<file path="src/rtl/mem_window_pkg.sv">
package mem_window_pkg;

  // dword offsets of the configuration words holding the window bounds
  localparam logic [7:0] WIN_MEM_OFFSET      = 8'h20;
  localparam logic [7:0] WIN_PREF_OFFSET     = 8'h24;
  localparam logic [7:0] WIN_PREF_LO_OFFSET  = 8'h28;
  localparam logic [7:0] WIN_PREF_HI_OFFSET  = 8'h2C;

  // field layout: bound field in bits 15:4 of each 16-bit half
  localparam int BOUND_LSB   = 4;
  localparam int BOUND_W     = 12;
  localparam int GRAN_BITS   = 20;

  // reset values
  localparam logic [15:0] MEM_FLOOR_RST   = 16'h0000;
  localparam logic [15:0] MEM_CEIL_RST    = 16'h0000;
  localparam logic [15:0] PREF_FLOOR_RST  = 16'h0001;
  localparam logic [15:0] PREF_CEIL_RST   = 16'h0001;
  localparam logic [31:0] PREF_UPPER_RST  = 32'h0000_0000;
  localparam logic [3:0]  ADDR64_CAP      = 4'h1;

  // bus command codes for configuration cycles
  localparam logic [3:0] CMD_CFG_READ  = 4'hA;
  localparam logic [3:0] CMD_CFG_WRITE = 4'hB;

  // lower-bit fill for the two ends of a window
  localparam logic [19:0] FLOOR_FILL = 20'h0_0000;
  localparam logic [19:0] CEIL_FILL  = 20'hF_FFFF;

endpackage

</file>
<file path="src/rtl/bridge_memory_window_regs.sv">
// Overview of operation
// - memory floor field bits 15:4, read/write
// - memory floor low twenty bits are zero
// - memory ceiling field bits 31:20, read/write
// - memory ceiling low twenty bits are ones
// - windows use one-megabyte alignment and granularity
// - memory window decides memory-mapped I/O forwarding
// - memory floor half resets to zero
// - memory ceiling half resets to zero
// - prefetch floor register resets to one
// - prefetch floor twelve writable bits 15:4
// - prefetch floor bits 3:0 read one
// - prefetch floor upper half from separate register
// - prefetch floor decides memory forwarding
// - prefetch ceiling bits 31:20, low bits ones
`timescale 1ns/1ps
`default_nettype none

module bridge_memory_window_regs
  import mem_window_pkg::*;
(
  // clock and reset
  input  wire logic        sys_clk,
  input  wire logic        rst_b,
  // configuration access from the primary bus
  input  wire logic        cfg_valid,
  input  wire logic [3:0]  cfg_cmd,
  input  wire logic [7:0]  cfg_offset,
  input  wire logic [3:0]  primary_byte_lane_enables_b,
  input  wire logic [31:0] cfg_wdata,
  output logic [31:0]      cfg_rdata,
  output logic             cfg_rvalid,
  // transaction address to classify
  input  wire logic [63:0] txn_addr,
  input  wire logic        txn_is_64,
  // forwarding decisions
  output logic             mem_window_hit,
  output logic             prefetch_window_hit,
  // expanded bounds for the forwarding logic
  output logic [31:0]      mem_window_floor,
  output logic [31:0]      mem_window_ceiling,
  output logic [63:0]      prefetch_window_floor,
  output logic [63:0]      prefetch_window_ceiling
);
  import mem_window_pkg::*;

  logic [BOUND_W-1:0] mem_floor_r,   mem_floor_nxt;
  logic [BOUND_W-1:0] mem_ceil_r,    mem_ceil_nxt;
  logic [BOUND_W-1:0] pref_floor_r,  pref_floor_nxt;
  logic [BOUND_W-1:0] pref_ceil_r,   pref_ceil_nxt;
  logic [31:0]        pref_lo_up_r,  pref_lo_up_nxt;
  logic [31:0]        pref_hi_up_r,  pref_hi_up_nxt;
  logic [31:0]        rdata_nxt;
  logic               rvalid_nxt;
  logic               wr_en;
  logic               rd_en;
  logic [3:0]         be;
  logic [15:0]        mem_floor_reg;
  logic [15:0]        mem_window_ceiling_reg;
  logic [15:0]        prefetch_window_floor_reg;
  logic [15:0]        pref_ceil_half;
  logic [31:0]        floor_ext_nxt;
  logic [31:0]        ceil_ext_nxt;
  logic [63:0]        pfloor_ext_nxt;
  logic [63:0]        pceil_ext_nxt;
  logic               mem_hit_nxt;
  logic               pref_hit_nxt;

  // decode strobes; byte enables are active low on the primary bus
  assign wr_en = cfg_valid && (cfg_cmd == CMD_CFG_WRITE);
  assign rd_en = cfg_valid && (cfg_cmd == CMD_CFG_READ);
  assign be    = ~primary_byte_lane_enables_b;

  // register images as software reads them
  // reserved read zero
  assign mem_floor_reg             = {mem_floor_r, 4'h0};
  assign mem_window_ceiling_reg    = {mem_ceil_r, 4'h0};
  assign prefetch_window_floor_reg = {pref_floor_r, ADDR64_CAP};
  assign pref_ceil_half            = {pref_ceil_r, ADDR64_CAP};

  // next state of the writable bound fields, per byte lane
  always_comb begin
    mem_floor_nxt  = mem_floor_r;
    mem_ceil_nxt   = mem_ceil_r;
    pref_floor_nxt = pref_floor_r;
    pref_ceil_nxt  = pref_ceil_r;
    pref_lo_up_nxt = pref_lo_up_r;
    pref_hi_up_nxt = pref_hi_up_r;
    if (wr_en) begin
      case (cfg_offset)
        WIN_MEM_OFFSET: begin
          if (be[0]) mem_floor_nxt[3:0]  = cfg_wdata[7:4];
          if (be[1]) mem_floor_nxt[11:4] = cfg_wdata[15:8];
          if (be[2]) mem_ceil_nxt[3:0]   = cfg_wdata[23:20];
          if (be[3]) mem_ceil_nxt[11:4]  = cfg_wdata[31:24];
        end
        WIN_PREF_OFFSET: begin
          if (be[0]) pref_floor_nxt[3:0]  = cfg_wdata[7:4];
          if (be[1]) pref_floor_nxt[11:4] = cfg_wdata[15:8];
          if (be[2]) pref_ceil_nxt[3:0]   = cfg_wdata[23:20];
          if (be[3]) pref_ceil_nxt[11:4]  = cfg_wdata[31:24];
        end
        WIN_PREF_LO_OFFSET: begin
          for (int i = 0; i < 4; i++) begin
            if (be[i]) pref_lo_up_nxt[i*8 +: 8] = cfg_wdata[i*8 +: 8];
          end
        end
        WIN_PREF_HI_OFFSET: begin
          for (int i = 0; i < 4; i++) begin
            if (be[i]) pref_hi_up_nxt[i*8 +: 8] = cfg_wdata[i*8 +: 8];
          end
        end
        default: begin
          mem_floor_nxt = mem_floor_r; // unmapped: write ignored
        end
      endcase
    end
  end

  always_ff @(posedge sys_clk or negedge rst_b) begin
    if (!rst_b) begin
      mem_floor_r  <= MEM_FLOOR_RST[15:4];
      mem_ceil_r   <= MEM_CEIL_RST[15:4];
      pref_floor_r <= PREF_FLOOR_RST[15:4];
      pref_ceil_r  <= PREF_CEIL_RST[15:4];
      pref_lo_up_r <= PREF_UPPER_RST;
      pref_hi_up_r <= PREF_UPPER_RST;
    end else begin
      mem_floor_r  <= mem_floor_nxt;
      mem_ceil_r   <= mem_ceil_nxt;
      pref_floor_r <= pref_floor_nxt;
      pref_ceil_r  <= pref_ceil_nxt;
      pref_lo_up_r <= pref_lo_up_nxt;
      pref_hi_up_r <= pref_hi_up_nxt;
    end
  end

  // read mux; unmapped offsets read zero so probing never hangs
  always_comb begin
    rvalid_nxt = rd_en;
    rdata_nxt  = 32'h0000_0000;
    if (rd_en) begin
      case (cfg_offset)
        WIN_MEM_OFFSET:     rdata_nxt = {mem_window_ceiling_reg, mem_floor_reg};
        WIN_PREF_OFFSET:    rdata_nxt = {pref_ceil_half, prefetch_window_floor_reg};
        WIN_PREF_LO_OFFSET: rdata_nxt = pref_lo_up_r;
        WIN_PREF_HI_OFFSET: rdata_nxt = pref_hi_up_r;
        default:            rdata_nxt = 32'h0000_0000;
      endcase
    end
  end

  // bound expansion and window compare, from the next-state fields
  // (decision and bounds register on the same edge that takes a write)
  always_comb begin
    floor_ext_nxt  = {mem_floor_nxt, FLOOR_FILL};
    ceil_ext_nxt   = {mem_ceil_nxt, CEIL_FILL};
    pfloor_ext_nxt = {pref_lo_up_nxt, pref_floor_nxt, FLOOR_FILL};
    pceil_ext_nxt  = {pref_hi_up_nxt, pref_ceil_nxt, CEIL_FILL};
    mem_hit_nxt    = !txn_is_64 && (txn_addr[31:0] >= floor_ext_nxt)
                     && (txn_addr[31:0] <= ceil_ext_nxt);
    pref_hit_nxt   = (txn_addr >= pfloor_ext_nxt) && (txn_addr <= pceil_ext_nxt);
  end

  // all outputs registered
  always_ff @(posedge sys_clk or negedge rst_b) begin
    if (!rst_b) begin
      cfg_rdata               <= 32'h0000_0000;
      cfg_rvalid              <= 1'b0;
      mem_window_hit          <= 1'b0;
      prefetch_window_hit     <= 1'b0;
      mem_window_floor        <= 32'h0000_0000;
      mem_window_ceiling      <= 32'h000F_FFFF;
      prefetch_window_floor   <= 64'h0000_0000_0000_0000;
      prefetch_window_ceiling <= 64'h0000_0000_000F_FFFF;
    end else begin
      cfg_rdata               <= rdata_nxt;
      cfg_rvalid              <= rvalid_nxt;
      mem_window_hit          <= mem_hit_nxt;
      prefetch_window_hit     <= pref_hit_nxt;
      mem_window_floor        <= floor_ext_nxt;
      mem_window_ceiling      <= ceil_ext_nxt;
      prefetch_window_floor   <= pfloor_ext_nxt;
      prefetch_window_ceiling <= pceil_ext_nxt;
    end
  end

endmodule

`default_nettype wire

</file>
<file path="config.mk">
export PLATFORM = sky130hd
export DESIGN_NAME = bridge_memory_window_regs
export DESIGN_NICKNAME = d
export VERILOG_FILES = /design/src/rtl/mem_window_pkg.sv /design/src/rtl/bridge_memory_window_regs.sv
export SDC_FILE = /design/constraint.sdc
export NUM_CORES = 1
export LEC_CHECK = 0
export BUFFER_PORTS_ARGS = -buffer_cell sky130_fd_sc_hd__buf_2
export CAP_MARGIN = 20
export CORE_ASPECT_RATIO = 0.9
export CORE_MARGIN = 1.5
export CORE_UTILIZATION = 51
export CTS_BUF_LIST = sky130_fd_sc_hd__clkbuf_4 sky130_fd_sc_hd__clkbuf_8 sky130_fd_sc_hd__clkbuf_16
export CTS_CLUSTER_SIZE = 12
export DETAILED_ROUTE_END_ITERATION = 12
export PLACE_DENSITY_LB_ADDON = 0.1
export SLEW_MARGIN = 10
export SYNTH_ARGS = -nofsm -noshare
export SYNTH_HDL_FRONTEND = slang
export SYNTH_SLANG_ARGS = --single-unit
</file>
<file path="constraint.sdc">
create_clock -name sys_clk -period 2.64 [get_ports sys_clk]
set_input_delay 0.396 -clock sys_clk [delete_from_list [all_inputs] [get_ports sys_clk]]
set_output_delay 0.396 -clock sys_clk [all_outputs]
set_load 0.03 [all_outputs]
</file>
Word-level counts from Yosys, hierarchy flattened:

Index checks and enable logic that the tools add are counted.

* add/sub/neg operators: 0
* $mul: 0
* divide/modulo/power cells: 0
* order comparisons: 4
* eq/ne operators: 6
* shift operators: 0
* multiplexer cells: 30
* bitwise logic cells: 1
* reduce and logical (&&, ||, !) cells: 6

Operators with widths (number)
* $mux W32: 5
* $pmux W32 S4: 1
* $mux W12: 8
* $mux W8: 12
* $ge A64 B64 Y1: 1
* $le A64 B64 Y1: 1
* $eq A8 B6 Y1 const B: 4
* $ge A32 B32 Y1: 1
* $le A32 B32 Y1: 1
* $mux W4: 4
* $eq A4 B4 Y1 const B: 2
* $logic_and A1 B1 Y1: 5
* $not A4 Y4: 1
* $logic_not A1 Y1: 1

* flip-flop bits (word level): 235
* bits in latches: 0
* memory bits (writable): 0
* ROM bits: 0
* bits of input ports: 116
* output and inout bits: 227
* word-level logic and storage cells: 59
* memories: 0

Longest topological paths before layout:

* word-level depth: 7
* gate-level depth with buffers: 15

Worst setup path before layout:

OpenSTA, ideal clock, no wires.

* path type: input to register
* from: input cfg_offset[4]
* to: register prefetch_window_hit
* setup time: 0.087 ns
* arrival: 3.345 ns
* setup slack: -0.792 ns
* cell stages on the path: 14
* cells stage by stage: or4b_4 nor3_4 and3_1 buf_4 nand2_1 mux2_2 inv_2 ha_1 nand2_1 or4_1 a211o_1 a211oi_1 o21ai_0 a22oi_1

* word-level cells in the longest chain between the ends: 5
* elaborated cells on any way between the ends: 14
* those cells by class: order compare (2); eq/ne (3); mux (8); reduce/logical (1)

RTL lines
* start, declared: RTL line bridge_memory_window_regs.sv:28 `input wire logic [7:0] cfg_offset,`
* $eq A8 B6 Y1: RTL line bridge_memory_window_regs.sv:90 `case (cfg_offset)`
* $mux W12: RTL line bridge_memory_window_regs.sv:90
* $mux W12: RTL line bridge_memory_window_regs.sv:89 `if (wr_en) begin`
* named net pref_floor_nxt[1]: RTL line bridge_memory_window_regs.sv:49 `logic [BOUND_W-1:0] pref_floor_r, pref_floor_nxt;`
* $ge A64 B64 Y1: RTL line bridge_memory_window_regs.sv:162 `pref_hit_nxt = (txn_addr >= pfloor_ext_nxt) && (txn_addr <= pceil_ext_nxt);`
* $logic_and A1 B1 Y1: RTL line bridge_memory_window_regs.sv:162
* named net pref_hit_nxt: RTL line bridge_memory_window_regs.sv:67 `logic pref_hit_nxt;`
* end signal, assigned: RTL line bridge_memory_window_regs.sv:180 `prefetch_window_hit <= pref_hit_nxt;`
* end, declared: RTL line bridge_memory_window_regs.sv:38 `output logic prefetch_window_hit,`

The timed path passes the listed nets, and every way through them passes these cells.

Worst setup path in the final report:

* from: input cfg_offset[6]
* to: register prefetch_window_hit

* word-level cells in the longest chain between the ends: 5
* elaborated cells on any way between the ends: 14
* those cells by class: order compare (2); eq/ne (3); mux (8); reduce/logical (1)

RTL lines (RTL line)
* $eq A8 B6 Y1: bridge_memory_window_regs.sv:90
* $mux W12 or $mux W32 (tied branches): bridge_memory_window_regs.sv:90
* $mux W12 or $mux W32 (tied branches): bridge_memory_window_regs.sv:89
* $ge A64 B64 Y1 or $le A64 B64 Y1 (tied branches): bridge_memory_window_regs.sv:162
* $logic_and A1 B1 Y1 *: bridge_memory_window_regs.sv:162
* named net pref_hit_nxt: bridge_memory_window_regs.sv:67

The timed path passes the listed nets; every way through them passes the cells marked *.

==> results.md <==
* Status: complete, but fails checks
* Violated checks: negative setup slack
* Reg power frac at 0.425
* RSZ-0062 raised after global routing: true
* Switching power at 0.00150 W
* Ant diodes at 0
* Max IR drop VDD at 484 µV
* EDFF count, synth at 0
* CP max-delay cell: or4b_4
* Final Skew at 0.00798 ns
* Syn Inst Count at 891
* Hold Crit Endpoint: mem_window_hit
* Core Footprint at ~0.018 mm²
* Skew-Pair Late Insertion Delay at 0.43 ns
* Cts bufs inserted at 17
* Worst path bufs/invs at 4
* Post-synth top flop: dfrtp_1
* Syn Area/Cell at 10.5 µm²
* Bufs on Longest Clock Path at 2
* # DRC at 0
* Final Hold Vio Count at 0
* Max-Cap Viols at 0
* Relative slew margins at 0.590
* Count of final max-slew check failures at 0
* Initial antenna violation count at 1
* #FFs+latches synth at 147
* Total track usage at 0.302
* Power per Cell Area at 415 mW/mm²
* Number of detailed-route iterations in the first pass at 5
* Die height at 131 µm
* Reg2reg setup slack at approximately 0.4 ns
* Yosys warns at 0
* CP Cell Sequence: buf_6 -> or4b_4 -> nor3_4 -> buf_4 -> and3_4 -> buf_12 -> buf_8 -> nand2_8 -> mux2i_4 -> ha_1 -> a21oi_1 -> nor2_1 -> a211oi_1 -> o21ai_2 -> a21oi_2 -> o211ai_1 -> a22oi_1
* HP Start: txn_is_64
* Worst Path Max Fanout at 8
* Input/output buffers at 262
* Met3 usage at 0.0691
* Critical path endpoint category: flip-flop
* Setup ws final at -0.703 ns
* Clock slew at reported path FFs at 0.06 ns
* Final WL at 29400 µm
* Seq/Total Area, Yosys at 0.394
* Pre-CTS setup slack at -1.41 ns
* Inst Count DP at about 1500
* Die ar. at 0.0191 mm²
* Hold WC Path Type: input pin to flip-flop
* Share of flip-flops with an asynchronous set or reset at 1.00
* Largest delay share family, worst path: simple AND/OR/NAND/NOR gates
* CTS tree: built
* Fmax at around 300 MHz
* Nets at 1524
* Worst path max stage delay at approximately 0.53 ns
* Largest net degree at the start of global routing at 66
* RePlAce Congestion at between 0.8 and 0.9
* Global-route wire length before repair at 44500 µm
* Vias at 8205
* Synth Cell Area at 0.00934 mm²
* Logic pwr share at 0.136
* # setup viols final at 2
* Clk root buf: clkbuf_16
* Worst reg2reg startpoint: pref_floor_r[0]
* Final period util at 1.27
* Vias/cell at 5.30
* Reg2Reg Depth at 8
* Biggest register: cfg_rdata
* Critical path required time at approximately 3 ns
* Largest registers: cfg_rdata x32, pref_hi_up_r x31, pref_lo_up_r x31
* Share of layout cells above drive strength 1 at 0.442
* Synth top area cells: dfrtp_1, ha_1, mux2i_1, buf_4, a22oi_1
* Area share of the largest cell type after synthesis at 0.394
* Starting Density at 0.525
* Worst EP arrival at 3.69 ns
* Vias in the first global route at 8100
* H-tree depth at 4
* Switching share of power at 0.282
* Synth top cells by count: dfrtp_1, ha_1, mux2i_1
* Critical path class: input pin to flip-flop
* Synth cell types at 42
* GRT Residual Overflow at 0
* Clk network pwr share at 0.439
* Grt peak-use layer: met2
* Initial drt markers at 583
* Post-synth top area cell: dfrtp_1
* Area grow syn2layout at 37.4%
* Clk sinks at 147
* Hpwl dp at 22400 µm
* Die X at 146 µm
* Grt met1 use at 0.406
* Crit path time final at 3.34 ns
* Post-Layout Cell Count at 1549
* Pin slew with the least headroom to its limit at approximately 0.6 ns
* R2R Path End: prefetch_window_hit
* # IOs at 343
* Top-count cell post-synth: dfrtp_1
* CP Launch Type: input pin
* Post-route ant nets at 0
* Flip-flop count of the largest register after layout at 32
* WHS Path Cells at 2
* Row count at between 40 and 50
* Routed wire length per instance at 19.0 µm
* Internal power at 0.00382 W
* Leak at roughly 7.5 nW
* GR Layer Usage met2 at 0.484
final cells by class:
cell class                      instances  area (µm²)
Multi-Input combinational cell        615        5330
Fill cell                            1355        4950
Sequential cell                       147        3680
Timing Repair Buffer                  402        2540
Clock buffer                           18         433
Inverter                              113         427
Tap cell                              240         300
Clock inverter                         14         129
stage by stage:
stage	utilization	area [µm²]	power (W)	setup TNS (ns)	hold slack, ns
6_report	0.722	12800	0.00532	-1.34	0.130
5_1_grt	0.722	12800	0.00553	-1.67	0.123
4_1_cts	0.699	12400	0.00531	-1.18	0.118
3_5_place_dp	0.657	11700	0.00296	-4.43	0.430
3_3_place_gp	0.657	11700	0.00296	-3.50	0.429
2_1_floorplan	-	9670	0.00275	-1.47	0.100
cell families (layout without fill, tap and decap cells):
logic type,after synthesis,count (layout),synth area share
buf+inv,207,547,0.117
fa+ha+maj,112,112,0.150
compound gates,161,161,0.109
mux,118,118,0.140
other cells,2,80,0.000804
flops,147,147,0.394
simple gates,144,144,0.0892
routing by layer:
| metal | part of all wire | routed length [µm] |
|---|---|---|
| met3 | 0.076 | 2240 |
| met2 | 0.48 | 14100 |
| met4 | 0.016 | 484 |
| met5 | 0 | 0 |
| met1 | 0.43 | 12600 |
power by group through the flow:
| stage | logic, W | clock network (W) | registers, W |
|---|---|---|---|
| floorplan | 0.000428 | 0 | 0.00232 |
| global placement | 0.000651 | 0 | 0.00230 |
| detailed placement | 0.000660 | 0 | 0.00230 |
| CTS | 0.000679 | 0.00237 | 0.00226 |
| global route | 0.000786 | 0.00248 | 0.00226 |
| finish | 0.000722 | 0.00234 | 0.00226 |
worst max-delay path by stage:
stage / from / to / slack, ns / cells past startpoint
2_1_floorplan: cfg_offset[4] / prefetch_window_hit / -0.74 / 14
3_3_place_gp: cfg_offset[4] / prefetch_window_hit / -1.43 / 16
3_5_place_dp: cfg_offset[4] / prefetch_window_hit / -1.41 / 16
4_1_cts: cfg_offset[6] / prefetch_window_hit / -0.61 / 16
5_1_grt: cfg_offset[6] / prefetch_window_hit / -0.88 / 18
6_report: cfg_offset[6] / prefetch_window_hit / -0.70 / 17
cells in the final DEF, fill, tap and decap left out, types with 4 or more instances in the layout:
master and instances:
buf_2 260, dfrtp_1 147, buf_4 121, ha_1 102, inv_1 81, conb_1 80
mux2i_1 60, a21oi_1 59, a22oi_1 50, inv_2 31, nand2_1 31, nand4_1 28
nor2_1 26, mux2_4 25, mux2i_2 17, clkbuf_16 17, a21o_1 14, nand3_1 11
ha_4 10, buf_12 10, buf_6 9, mux2_2 8, mux2i_4 7, nand2_4 7
o21ai_0 7, nor4_1 7, a21oi_2 7, nor3_4 5, nor3_2 5, o21ai_1 4
nor3_1 4, inv_6 4
repair_timing:
item,4_1_cts,5_1_grt
gates resized for setup,29,63
hold endpoints to repair,62,0
hold buffers,1,0
pin swaps,24,29
setup endpoints to repair,2,2
setup buffers,4,10
Note: power is estimated with default switching activity, not from simulation.
